<file path="config.mk">
export PLATFORM = sky130hd
export DESIGN_NAME = adc_cal_bw_powerdown_regs
export DESIGN_NICKNAME = d
export VERILOG_FILES = /design/src/core/adc_cfg_pkg.sv /design/src/core/reg_store_if.sv /design/src/core/adc_cal_bw_powerdown_regs.sv /design/src/core/reg_store.sv
export SDC_FILE = /design/constraint.sdc
export NUM_CORES = 1
export LEC_CHECK = 0
export BUFFER_PORTS_ARGS = -buffer_cell sky130_fd_sc_hd__buf_4
export CAP_MARGIN = 20
export CORE_MARGIN = 1
export CORE_UTILIZATION = 40
export DETAILED_ROUTE_END_ITERATION = 8
export REMOVE_ABC_BUFFERS = 1
export SETUP_SLACK_MARGIN = 0.15
export SLEW_MARGIN = 5
export SYNTH_ARGS = -nofsm -noshare
export SYNTH_HDL_FRONTEND = slang
export SYNTH_HIERARCHICAL = 1
export SYNTH_SLANG_ARGS = --single-unit
</file>
<file path="constraint.sdc">
create_clock -name clock -period 2.45 [get_ports clock]
set_input_delay 0.245 -clock clock [delete_from_list [all_inputs] [get_ports clock]]
set_output_delay 0.245 -clock clock [all_outputs]
set_load 0.01 [all_outputs]
</file>
<file path="src/core/adc_cfg_pkg.sv">
// constants for the calibration, bandwidth and power-down register bank
package adc_cfg_pkg;
    localparam int ADDR_W = 8;
    localparam int DATA_W = 16;

    localparam logic [7:0] OFFS_GAIN_CAL_INIT_KEY_CTRL   = 8'h33;
    localparam logic [7:0] OFFS_GAIN_CAL_CTRL_EXTRA      = 8'h34;
    localparam logic [7:0] OFFS_INIT_DONE_CTRL           = 8'h37;
    localparam logic [7:0] OFFS_BANDWIDTH_POWERDOWN_CTRL = 8'hC0;

    localparam logic [15:0] REG_RESET = 16'h0000;

    localparam int GAIN_CAL_C_BIT  = 13;
    localparam int GAIN_CAL_B_BIT  = 6;
    localparam int INIT_KEY_HI     = 5;
    localparam int INIT_KEY_LO     = 4;
    localparam int GAIN_CAL_D_BIT  = 4;
    localparam int INIT_DONE_HI    = 2;
    localparam int INIT_DONE_LO    = 0;
    localparam int BW_B_BIT        = 7;
    localparam int BW_A_BIT        = 4;
    localparam int PD_HI           = 1;
    localparam int PD_LO           = 0;

    localparam logic [1:0] INIT_KEY_OPEN   = 2'h3;
    localparam logic [1:0] INIT_KEY_NORMAL = 2'h0;
    localparam logic [2:0] INIT_DONE_CODE  = 3'h5;

    localparam int NUM_REGS = 4;
    localparam logic [1:0] IDX_33 = 2'h0;
    localparam logic [1:0] IDX_34 = 2'h1;
    localparam logic [1:0] IDX_37 = 2'h2;
    localparam logic [1:0] IDX_C0 = 2'h3;

    typedef enum logic [1:0] {
        PD_NONE,
        PD_CHAN_B,
        PD_CHAN_A,
        PD_BOTH
    } powerdown_t;
endpackage : adc_cfg_pkg

</file>
<file path="src/core/reg_store_if.sv">
// interface between the bank decoder and its register store
`timescale 1ns/10ps
interface reg_store_if;
    import adc_cfg_pkg::*;
    logic              wrEn;
    logic [1:0]        wrIdx;
    logic [DATA_W-1:0] wrData;
    logic [DATA_W-1:0] regs [NUM_REGS];

    modport ctrl  (output wrEn, output wrIdx, output wrData, input regs);
    modport store (input wrEn, input wrIdx, input wrData, output regs);
endinterface : reg_store_if

</file>
<file path="src/core/adc_cal_bw_powerdown_regs.sv">
// calibration, init-key, bandwidth and channel power-down register bank
//
// Strobed register access was decided locally.
`timescale 1ns/10ps
module adc_cal_bw_powerdown_regs
(
    input  wire logic                           clock,
    input  wire logic                           srst,
    input  wire logic [adc_cfg_pkg::ADDR_W-1:0] addr,
    input  wire logic [adc_cfg_pkg::DATA_W-1:0] wrData,
    input  wire logic                           wrStrobe,
    input  wire logic                           rdStrobe,
    output logic      [adc_cfg_pkg::DATA_W-1:0] rdData,
    output logic                                gainCalEnable,
    output logic                                initSeqOpen,
    output logic                                initDone,
    output logic                                bwWideA,
    output logic                                bwWideB,
    output logic                                powerDownA,
    output logic                                powerDownB
);
    import adc_cfg_pkg::*;

    reg_store_if rs ();

    reg_store u_store (
        .clock (clock),
        .srst  (srst),
        .port  (rs.store)
    );

    // ------------------------------------------------------------
    // address decode
    // ------------------------------------------------------------
    logic       hit;
    logic [1:0] idx;

    always_comb
    begin
        hit = 1'b1;
        idx = IDX_33;
        if (addr == OFFS_GAIN_CAL_INIT_KEY_CTRL)
            idx = IDX_33;
        else if (addr == OFFS_GAIN_CAL_CTRL_EXTRA)
            idx = IDX_34;
        else if (addr == OFFS_INIT_DONE_CTRL)
            idx = IDX_37;
        else if (addr == OFFS_BANDWIDTH_POWERDOWN_CTRL)
            idx = IDX_C0;
        else
            hit = 1'b0;
    end

    // all bits are stored as written; reserved bits are the writer's care
    assign rs.wrEn   = wrStrobe && hit;
    assign rs.wrIdx  = idx;
    assign rs.wrData = wrData;

    // ------------------------------------------------------------
    // named fields of the stored words
    // ------------------------------------------------------------
    logic       gainCalEnableC;
    logic       gainCalEnableB;
    logic       gainCalEnableD;
    logic [1:0] initSequenceKey;
    logic [2:0] initDoneField;
    logic       bandwidthSelectB;
    logic       bandwidthSelectA;
    logic [1:0] channelPowerdown;

    assign gainCalEnableC   = rs.regs[IDX_33][GAIN_CAL_C_BIT];
    assign gainCalEnableB   = rs.regs[IDX_33][GAIN_CAL_B_BIT];
    assign gainCalEnableD   = rs.regs[IDX_34][GAIN_CAL_D_BIT];
    assign initSequenceKey  = rs.regs[IDX_33][INIT_KEY_HI:INIT_KEY_LO];
    assign initDoneField    = rs.regs[IDX_37][INIT_DONE_HI:INIT_DONE_LO];
    assign bandwidthSelectB = rs.regs[IDX_C0][BW_B_BIT];
    assign bandwidthSelectA = rs.regs[IDX_C0][BW_A_BIT];
    assign channelPowerdown = rs.regs[IDX_C0][PD_HI:PD_LO];

    // ------------------------------------------------------------
    // read port
    // ------------------------------------------------------------
    logic [DATA_W-1:0] next_rdData;

    // unmapped reads answer zero, and the port idles at zero
    always_comb
    begin
        next_rdData = REG_RESET;
        if (srst)
            next_rdData = REG_RESET;
        else if (rdStrobe && hit)
            next_rdData = rs.regs[idx];
    end

    always_ff @(posedge clock)
    begin
        rdData <= next_rdData;
    end

    // ------------------------------------------------------------
    // gain calibration enable
    // ------------------------------------------------------------
    logic next_gainCalEnable;

    // any of the three global enables turns calibration on
    always_comb
    begin
        next_gainCalEnable = 1'b0;
        if (srst)
            next_gainCalEnable = 1'b0;
        else
            next_gainCalEnable = gainCalEnableC | gainCalEnableB | gainCalEnableD;
    end

    always_ff @(posedge clock)
    begin
        gainCalEnable <= next_gainCalEnable;
    end

    // ------------------------------------------------------------
    // initialization key and done code
    // ------------------------------------------------------------
    logic next_initSeqOpen;
    logic next_initDone;

    // only the exact codes count; any other value leaves the flag low
    always_comb
    begin
        next_initSeqOpen = 1'b0;
        next_initDone    = 1'b0;
        if (srst)
        begin
            next_initSeqOpen = 1'b0;
            next_initDone    = 1'b0;
        end
        else
        begin
            next_initSeqOpen = (initSequenceKey == INIT_KEY_OPEN);
            next_initDone    = (initDoneField == INIT_DONE_CODE);
        end
    end

    always_ff @(posedge clock)
    begin
        initSeqOpen <= next_initSeqOpen;
        initDone    <= next_initDone;
    end

    // ------------------------------------------------------------
    // analog bandwidth selection
    // ------------------------------------------------------------
    logic next_bwWideA;
    logic next_bwWideB;

    // controls follow the stored words, so they lag a write by two cycles
    always_comb
    begin
        next_bwWideA = 1'b0;
        next_bwWideB = 1'b0;
        if (srst)
        begin
            next_bwWideA = 1'b0;
            next_bwWideB = 1'b0;
        end
        else
        begin
            next_bwWideB = bandwidthSelectB;
            next_bwWideA = bandwidthSelectA;
        end
    end

    always_ff @(posedge clock)
    begin
        bwWideA <= next_bwWideA;
        bwWideB <= next_bwWideB;
    end

    // ------------------------------------------------------------
    // channel power-down
    // ------------------------------------------------------------
    logic       next_powerDownA;
    logic       next_powerDownB;
    powerdown_t pdSel;

    always_comb
    begin
        pdSel           = powerdown_t'(channelPowerdown);
        next_powerDownA = 1'b0;
        next_powerDownB = 1'b0;
        if (srst)
        begin
            next_powerDownA = 1'b0;
            next_powerDownB = 1'b0;
        end
        else
        begin
            case (pdSel)
                PD_NONE:
                begin
                    next_powerDownA = 1'b0;
                    next_powerDownB = 1'b0;
                end
                PD_CHAN_B:
                begin
                    next_powerDownA = 1'b0;
                    next_powerDownB = 1'b1;
                end
                PD_CHAN_A:
                begin
                    next_powerDownA = 1'b1;
                    next_powerDownB = 1'b0;
                end
                PD_BOTH:
                begin
                    next_powerDownA = 1'b1;
                    next_powerDownB = 1'b1;
                end
                default:
                begin
                    next_powerDownA = 1'b0;
                    next_powerDownB = 1'b0;
                end
            endcase
        end
    end

    always_ff @(posedge clock)
    begin
        powerDownA <= next_powerDownA;
        powerDownB <= next_powerDownB;
    end
endmodule : adc_cal_bw_powerdown_regs

</file>
<file path="src/core/reg_store.sv">
// register store: one word per entry, synchronous clear
`timescale 1ns/10ps
module reg_store
(
    input wire logic   clock,
    input wire logic   srst,
    reg_store_if.store port
);
    import adc_cfg_pkg::*;

    logic [DATA_W-1:0] word      [NUM_REGS];
    logic [DATA_W-1:0] next_word [NUM_REGS];

    genvar gi;
    generate
        for (gi = 0; gi < NUM_REGS; gi++)
        begin : g_entry
            always_comb
            begin
                next_word[gi] = word[gi];
                if (srst)
                    next_word[gi] = REG_RESET;
                else if (port.wrEn && port.wrIdx == 2'(gi))
                    next_word[gi] = port.wrData;
            end

            always_ff @(posedge clock)
            begin
                word[gi] <= next_word[gi];
            end

            assign port.regs[gi] = word[gi];
        end
    endgenerate
endmodule : reg_store

</file>
==> results by group, run 1 <==
Setup path
  • Family with the most delay on the worst path: simple AND/OR/NAND/NOR gates
  • Top cell by count, worst path: buf_4
  • WS Path Type: in2reg
  • Critical Path Max Stage Delay: 0.53 ns
  • Crit end category: flip-flop
  • Startpoint types: input port
  • CP arrival: 2.06 ns
  • Required time worst endpoint: 2.67 ns
  • CP startpoint: addr[3]
  • Reg2Reg Launch Point: u_store/word[1][15]
  • CP Max Fanout: 7
  • Crit path buffers/inverters: 2
  • CP cell instances: buf_4 -> nor4b_4 -> nand2_2 -> a21o_2 -> a21boi_0 -> buf_4 -> or3b_1 -> mux2i_1
  • Worst path slowest cell: or3b_1

STA
  • Setup-failing EPs final: 0
  • Final worst path period need: 1.83 ns
  • Final hold vios: 0
  • Relative slew slack: 0.745
  • Slew @ Worst Pin: 0.383 ns
  • Hold_ws: 0.240 ns
  • Fmax: 0.545 GHz
  • Final Skew: 0.00998 ns
  • Pins Over Slew Limit: 0
  • RSZ-0062 raised after global routing: no
  • Fin crit share: 0.749

Flow run
  • Max Cap Viol: 0

Yosys
  • Unique masters post-synth: 29
  • Synth Cell Area: 0.00369 mm2
  • Flops & latches, synth: 87
  • Post-synthesis adder-cell area fraction: 0
  • Post-synthesis compound-gate area fraction: 0.0397
  • Synth area leaders: dfxtp_1 (47%), mux2i_1 (26%), nand2b_1 (14%), o22ai_1 (2.7%), buf_12 (1.1%)
  • Combinational family with the most area after synthesis: multiplexers
  • Syn Inst Count: 332
  • Mean Syn Cell Area: 11.1 um2
  • XOR/XNOR Fraction of Synth Area: 0
  • Multiplexer share of the synthesized area: 0.261
  • Post-synthesis sequential area ratio: 0.473
  • Biggest area consumer among synthesized cells: dfxtp_1
  • Simple-gate share of the synthesized area: 0.184
  • Synthesis Warnings: 6
  • Synth top area share: 0.473

Die
  • Die height: 98.0 um
  • Chip width: 98.0 um
  • IO Count: 51
  • Die ar.: 0.00960 mm2
  • FP Rows: 34
  • Initial Utilization: 0.419
  • Core area: 0.00881 mm2

Clock network
  • Total CTS buffers: 9
  • CTS Hold Bufs: 0
  • Root Driver: clkbuf_8
  • Worst-Skew Late Latency: 0.35 ns
  • Clock slew at reported path FFs: 0.08 ns
  • Postcts setup bufs: 0
  • CTS resizes: 0
  • CTS tree: built
  • Clock Path Buffers: 2
  • H-tree Lvls: 3
  • Clk sinks: 87

Detailed routing
  • Routed via count: 2464
  • DRC Markers: 6
  • Vias per inst: 4.94
  • Antenna Nets Post-Route: 0
  • Drt initial violations: 53
  • WL/cell: 14.6 um
  • Routed WL: 7.31 mm
  • DR pass1 iterations: 6

Placement
  • Final RePlAce weighted congestion: 0.749
  • Port bufs: 50
  • Dpl cells: 483
  • Post-DP HPWL: 4.80 mm

Power
  • Power per cell area: 602 mW/mm2
  • Leak pwr: 1.85 nW
  • Peak ir drop on the vdd network: 299 uV

GRT
  • Largest net degree at the start of global routing: 36
  • First-pass GRT wire length: 12.2 mm
  • Initial antenna violation count: 0
  • Vias in the first global route: 2493
  • All-Layer GR Usage: 0.161
  • Global route overflow: 0

Cells and area
  • Post-route insts no fill: 499
  • Fill count: 816
  • Area delta synth->final: 18.4%
  • Share of post-route cells with drive strength above 1: 0.223
  • # diodes: 0
  • Nets: 414

Min path
  • Hold Path Class: in2reg
  • Worst Hold Launch: wrData[7]

Run status
  • Status: complete, but fails checks
  • Failing checks: DRC
[power breakdown]
group	switching [mW]	internal (mW)
Sequential	0.000668	1.41
Combinational	0.0505	0.0609
Clock	0.521	0.578
Total	0.573	2.05
[synthesized netlist by cell type, drive strengths merged]
| library cell | count |
|---|---|
| nand3b | 2 |
| mux2i | 96 |
| nor3 | 2 |
| a21boi | 1 |
| nor2 | 3 |
| nand4b | 1 |
| nand4 | 1 |
| a21o | 1 |
| nor3b | 1 |
| o22ai | 16 |
| nand2 | 6 |
| o21ai | 3 |
| nor4b | 2 |
| buf | 12 |
| nand3 | 2 |
| dfxtp | 87 |
| or3b | 1 |
| and3 | 1 |
| nor2b | 5 |
| nand2b | 80 |
| clkbuf | 9 |
[placed cells by master, fill, tap and decap left out]
| master | count |
|---|---|
| nand2_2 | 1 |
| a21o_2 | 1 |
| o21ai_4 | 1 |
| nor3_1 | 2 |
| o21ai_2 | 1 |
| clkinv_2 | 2 |
| nor4b_1 | 1 |
| nand4b_1 | 1 |
| nand2b_1 | 80 |
| buf_4 | 64 |
| clkbuf_8 | 9 |
| mux2i_1 | 96 |
| a21boi_0 | 1 |
| nand3b_1 | 2 |
| nand4_1 | 1 |
| or3b_1 | 1 |
| nor4b_4 | 1 |
| nor2_1 | 3 |
| inv_6 | 2 |
| nand2_1 | 5 |
| nand3_1 | 2 |
| and3_2 | 1 |
| o21ai_0 | 1 |
| nor3b_2 | 1 |
| o22ai_1 | 16 |
| clkinvlp_4 | 1 |
| bufinv_16 | 2 |
| dfxtp_1 | 87 |
| nor2b_1 | 5 |
[routing by layer]
| metal | wire length (um) | part of all wire | vias up | global-route usage |
|---|---|---|---|---|
| li1 | - | - | 1245 | - |
| met1 | 3490 | 0.48 | 1170 | 0.204 |
| met2 | 3500 | 0.48 | 41 | 0.267 |
| met3 | 260 | 0.036 | 8 | 0.0394 |
| met4 | 52 | 0.0071 | 0 | 0.0536 |
| met5 | 0 | 0 | - | 0 |
[cell families after synthesis]
family                 count (synthesis)
flip-flops                            87
buffers and inverters                 21
AO/OA/AOI/OAI                         21
AND/OR/NAND/NOR                      107
multiplexers                          96
[layout make-up]
cell class	instances	area (um2)	area share
Multi-Input combinational cell	224	1790	0.410
Sequential cell	87	1740	0.399
Timing Repair Buffer	64	480	0.110
Tap cell	108	135	0.0310
Clock buffer	9	124	0.0284
Clock inverter	7	95.1	0.0218
[stage by stage]
| step | power, mW | setup slack, ns | TNS [ns] | util | instance area [um2] |
|---|---|---|---|---|---|
| 6_report | 2.63 | 0.616 | 0 | 0.495 | 4360 |
| 5_1_grt | 2.73 | 0.467 | 0 | 0.495 | 4360 |
| 2_1_floorplan | 1.50 | -0.275 | -6.40 | - | 3530 |
| 3_5_place_dp | 1.56 | 0.223 | 0 | 0.471 | 4140 |
| 3_3_place_gp | 1.56 | 0.293 | 0 | 0.471 | 4140 |
| 4_1_cts | 2.66 | 0.615 | 0 | 0.495 | 4360 |
[tightest hold or removal path: stages]
cell      delay, ns
buf_4          0.08
nand2b_1       0.10
mux2i_1        0.13
[final timing paths]
path                   endpoint  slack [ns]  cells after the start
max          u_store/word[0][5]        0.62                      8
min          u_store/word[3][7]        0.24                      3
max reg2reg          rdData[15]        1.73                      2
min reg2reg         initSeqOpen        0.45                      2
[flip-flops by register name, summed over array words and instances (netlist names)]
| register | flops |
|---|---|
| powerDownB | 1 |
| bwWideB | 1 |
| u_store/word | 64 |
| gainCalEnable | 1 |
| rdData | 16 |
| powerDownA | 1 |
| initDone | 1 |
| bwWideA | 1 |
| initSeqOpen | 1 |
Power figures use the tool's default switching activity.
==> inputs of run 2 (changes only) <==
- clock period: 2.45 -> 1.7 ns (I/O delays scaled with it)
==> results by group, run 2 (same netlist as run 1, synthesis figures left out) <==
Clock network
  • Root Driver: clkbuf_8
  • CTS Hold Bufs: 0
  • Clk sinks: 87
  • CTS tree: built
  • Clock Path Buffers: 2
  • Worst-Skew Late Latency: 0.36 ns
  • Clock slew at reported path FFs: 0.09 ns
  • Total CTS buffers: 9
  • H-tree Lvls: 3

Cells and area
  • Largest registers: u_store/word: 64 flops, rdData: 16 flops
  • Area delta synth->final: 23.9%
  • Post-route insts no fill: 517
  • # diodes: 0
  • Core Util, Final: 0.519
  • Most frequent cells in the layout: mux2i_1 (96), dfxtp_1 (87), nand2b_1 (80)
  • Fill count: 811
  • Nets: 432
  • Number of flip-flops in the largest register: 64
  • Most common cell after layout, fill and taps aside: mux2i_1
  • Most flops, register: u_store/word
  • Share of post-route cells with drive strength above 1: 0.259

STA
  • Final setup TNS: 0 ns
  • Fmax: 0.673 GHz
  • Relative slew slack: 0.815
  • Setup ws final: 0.215 ns
  • Final worst path period need: 1.49 ns
  • Fin crit share: 0.874
  • Slew @ Worst Pin: 0.273 ns
  • Final hold vios: 0
  • RSZ-0062 raised after global routing: no
  • Setup-failing EPs final: 0
  • Pins Over Slew Limit: 0
  • Final Skew: 0.0123 ns

Power
  • Power share of the combinational group: 0.050
  • Cell Int Power: 2.71 mW
  • Leak pwr: 1.95 nW
  • Power per cell area: 778 mW/mm2
  • Design Power: 3.55 mW
  • Sw Share: 0.236
  • Peak ir drop on the vdd network: 397 uV
  • Reg power frac: 0.574
  • Sw power: 839 uW
  • Clock share of power: 0.376

Setup path
  • CP Max Fanout: 8
  • Reg2Reg Launch Point: u_store/word[1][12]
  • Required time worst endpoint: 1.94 ns
  • Reg2reg end: rdData[12]
  • CP cell instances: buf_4 -> nor4b_1 -> nand4b_1 -> buf_4 -> o21ai_4 -> buf_12 -> buf_12 -> mux2i_1 -> o22ai_1
  • Startpoint types: input port
  • CP arrival: 1.73 ns
  • Family with the most delay on the worst path: buffers and inverters
  • WS Path Type: in2reg
  • FF-to-FF path depth: 2
  • Crit path buffers/inverters: 4
  • Crit end category: flip-flop
  • R2R Setup Slk: 0.98 ns
  • Worst path slowest cell: nor4b_1
  • Critical Path Max Stage Delay: 0.31 ns

Die
  • Core area: 0.00881 mm2
  • FP Rows: 34
  • Die ar.: 0.00960 mm2
  • IO Count: 51
  • Die height: 98.0 um
  • Chip width: 98.0 um
  • Initial Utilization: 0.419

Detailed routing
  • Routed via count: 2532
  • WL/cell: 14.8 um
  • Met1 wire length: 3.71 mm
  • DRC Markers: 6
  • DR pass1 iterations: 6
  • Met2 wire length: 3.59 mm
  • Drt initial violations: 92
  • DR WL met3: 235 um
  • Vias per inst: 4.90
  • Antenna Nets Post-Route: 0
  • DR top layer: met4
  • Routed WL: 7.67 mm

GRT
  • All-Layer GR Usage: 0.170
  • Largest net degree at the start of global routing: 88
  • Global route overflow: 0
  • First-pass GRT wire length: 12.7 mm
  • Vias in the first global route: 2557
  • Initial antenna violation count: 0

Min path
  • Worst Hold Launch: wrData[8]
  • Hold Path Class: in2reg
  • Hold endpoint: u_store/word[2][8]
  • Hold Path Depth: 3

Placement
  • Port bufs: 50
  • Final RePlAce weighted congestion: 0.709
  • Post-DP HPWL: 4.98 mm
  • Dpl cells: 495
  • Worst slack, placed: -0.262 ns

Flow run
  • Max Cap Viol: 0

Run status
  • Status: complete, but fails checks
  • Failing checks: DRC
run 2: changes by cell type in the layout (fill, tap and decap cells not counted), moves of 2 or more:
cell	change
buf_6	+3
bufinv_16	-2
buf_4	+8
buf_12	+7
run 2: worst min-delay path, stage by stage:
cell	delay [ns]
buf_4	0.08
nand2b_1	0.09
mux2i_1	0.13
run 2: worst max-delay path by stage:
stage             from                   to  slack, ns  depth (start not counted)
6_report       addr[4]           rdData[12]       0.21                          9
5_1_grt        addr[6]  u_store/word[0][11]       0.15                          9
4_1_cts        addr[3]   u_store/word[0][3]       0.17                          9
3_5_place_dp   addr[3]   u_store/word[0][1]      -0.26                          8
3_3_place_gp   addr[3]   u_store/word[0][0]      -0.24                          8
2_1_floorplan  addr[3]   u_store/word[1][0]      -0.95                          5
run 2: power groups by stage:
stage | Combinational, mW | Sequential (mW) | Clock [mW]
after floorplan | 0.0689 | 2.09 | 0
after global placement | 0.173 | 2.09 | 0
after detailed placement | 0.175 | 2.09 | 0
after CTS | 0.175 | 2.04 | 1.37
after global routing | 0.194 | 2.04 | 1.47
final | 0.178 | 2.04 | 1.34
run 2: what timing repair did:
item | in CTS | in global routing
buffers inserted | 0 | 6
pin swaps | 0 | 2
gates resized for setup | 1 | 5
endpoints found under the setup margin | 22 | 29
run 2: area by class of cell:
class                   count  area [um2]  share of cell area
flip-flops and latches     87        1740               0.381
clock inverters             6        42.5             0.00931
repair buffers             82         714               0.156
clock buffers              10         138              0.0301
well taps                 108         135              0.0296
multi-input cells         224        1800               0.393
run 2: layer usage:
metal / track usage / vias to the layer above
met5: 0 / -
met4: 0.0781 / 0
met3: 0.0308 / 12
met2: 0.281 / 45
met1: 0.215 / 1191
li1: - / 1284
run 2: stage by stage:
| step | cell area [um2] | hold WS (ns) |
|---|---|---|
| global route | 4570 | 0.163 |
| CTS | 4480 | 0.145 |
| detailed placement | 4300 | 0.445 |
| floorplan | 3530 | 0.242 |
| global placement | 4300 | 0.445 |
| finish | 4570 | 0.152 |
==> inputs of run 3 (changes only) <==
==> constraint.sdc (replaced) <==
create_clock -name clock -period 1.7 [get_ports clock]
set_input_delay 0 -clock clock [delete_from_list [all_inputs] [get_ports clock]]
set_output_delay 0 -clock clock [all_outputs]
set_load 0.01 [all_outputs]
==> results by group, run 3 (same netlist as run 1, synthesis figures left out) <==
Run status
  • Status: complete, but fails checks
  • Failing checks: DRC, hold timing

Detailed routing
  • Routed WL: 7.43 mm
  • WL/cell: 14.4 um
  • Vias per inst: 4.86
  • DRC Markers: 6
  • Drt initial violations: 67
  • Routed via count: 2515
  • DR pass1 iterations: 6
  • Antenna Nets Post-Route: 0

Die
  • FP Rows: 34
  • Die height: 98.0 um
  • IO Count: 51
  • Core area: 0.00881 mm2
  • Die ar.: 0.00960 mm2
  • Initial Utilization: 0.419
  • Chip width: 98.0 um

Power
  • Leak pwr: 1.91 nW
  • Peak ir drop on the vdd network: 441 uV
  • Power per cell area: 775 mW/mm2

Setup path
  • Critical Path Max Stage Delay: 0.34 ns
  • FF-to-FF path depth: 2
  • WS Path Type: in2reg
  • Required time worst endpoint: 1.93 ns
  • Startpoint types: input port
  • Crit path buffers/inverters: 3
  • CP cell instances: buf_4 -> nor4b_4 -> nand2_2 -> a21o_2 -> a21boi_0 -> buf_4 -> or3b_1 -> buf_4 -> mux2i_1
  • Reg2Reg Launch Point: u_store/word[0][12]
  • Family with the most delay on the worst path: simple AND/OR/NAND/NOR gates
  • CP arrival: 1.68 ns
  • Reg2reg end: rdData[12]
  • Worst path slowest cell: or3b_1
  • R2R Setup Slk: 0.98 ns
  • CP Max Fanout: 7
  • Crit end category: flip-flop
  • Top cell by count, worst path: buf_4

STA
  • Setup-failing EPs final: 0
  • Final Skew: 0.00967 ns
  • Fmax: 0.688 GHz
  • Slew @ Worst Pin: 0.276 ns
  • Relative slew slack: 0.816
  • Hold_ws: -0.00363 ns
  • Setup ws final: 0.247 ns
  • Final worst path period need: 1.45 ns
  • RSZ-0062 raised after global routing: no
  • Final setup TNS: 0 ns
  • Final hold vios: 1
  • Fin crit share: 0.855
  • Pins Over Slew Limit: 0

Min path
  • Hold endpoint: u_store/word[1][15]
  • Hold Path Class: in2reg
  • Hold Path Depth: 3
  • Worst Hold Launch: wrData[15]

Cells and area
  • Largest registers: u_store/word: 64 flops, rdData: 16 flops
  • Area delta synth->final: 22.5%
  • Most flops, register: u_store/word
  • Multi-input logic area: 0.00179 mm2
  • Share of post-route cells with drive strength above 1: 0.232
  • Most frequent cells in the layout: mux2i_1 (96), dfxtp_1 (87), nand2b_1 (80)
  • # diodes: 0
  • Register area: 0.00174 mm2
  • Post-route design area: 0.00451 mm2
  • Post-route insts no fill: 517
  • Most common cell after layout, fill and taps aside: mux2i_1
  • Fill count: 817
  • Nets: 432
  • Number of flip-flops in the largest register: 64

Clock network
  • H-tree Lvls: 3
  • CTS Hold Bufs: 9
  • Clk sinks: 87
  • CTS tree: built
  • Postcts setup bufs: 0
  • Clock slew at reported path FFs: 0.09 ns
  • CTS resizes: 0
  • Root Driver: clkbuf_8
  • Total CTS buffers: 9
  • Clock Path Buffers: 2
  • Worst-Skew Late Latency: 0.35 ns

GRT
  • Largest net degree at the start of global routing: 59
  • Vias in the first global route: 2546
  • All-Layer GR Usage: 0.164
  • Global route overflow: 0
  • First-pass GRT wire length: 12.4 mm
  • Initial antenna violation count: 0

Placement
  • Dpl cells: 492
  • Final RePlAce weighted congestion: 0.724
  • Port bufs: 50
  • Post-DP HPWL: 4.90 mm
  • Worst slack, placed: -0.126 ns
  • Area after DPL: 0.00425 mm2

Flow run
  • Max Cap Viol: 0
run 3: cell types whose count changed in the layout (fill, tap and decap cells not counted), sizes merged:
cell         previous run  this run
buf                    82        73
clkinv                  2         3
clkbuf                 10        11
inv                     2         0
dlygate4sd3             0         9
run 3: how the worst max path moves through the flow:
stage             from  slack (ns)  depth (start not counted)                 end
2_1_floorplan  addr[3]       -0.78                          5  u_store/word[1][0]
3_3_place_gp   addr[3]       -0.09                          9  u_store/word[0][0]
3_5_place_dp   addr[3]       -0.13                          9  u_store/word[0][1]
4_1_cts        addr[3]        0.25                          9  u_store/word[0][1]
5_1_grt        addr[3]        0.17                          9  u_store/word[0][1]
6_report       addr[3]        0.25                          9  u_store/word[0][1]
run 3: worst register-to-register path: stages (launching register included):
cell and delay (ns):
dfxtp_1 0.33, mux2i_1 0.15, o22ai_1 0.12
run 3: area by class of cell:
cell class | instances | share of cell area
tap | 108 | 0.0299
timing repair buffer | 82 | 0.150
multi-input combinational | 224 | 0.396
sequential | 87 | 0.386
clock buffer | 11 | 0.0313
clock inverter | 5 | 0.00748
run 3: per-stage QoR:
stage	utilization	power, mW
2_1_floorplan	-	2.16
3_3_place_gp	0.483	2.25
3_5_place_dp	0.483	2.25
4_1_cts	0.513	3.55
5_1_grt	0.513	3.63
6_report	0.513	3.50
run 3: per-layer routing:
metal | GRT usage | routed length, um
met1 | 0.203 | 3510
met4 | 0.0490 | 86
met2 | 0.284 | 3630
met5 | 0 | 0
met3 | 0.0344 | 214
run 3: where the power goes:
group | leakage, nW | internal, mW | switching (mW)
sequential | 0.700 | 2.04 | 0.00100
combinational | 1.13 | 0.105 | 0.0771
clock | 0.0853 | 0.569 | 0.711
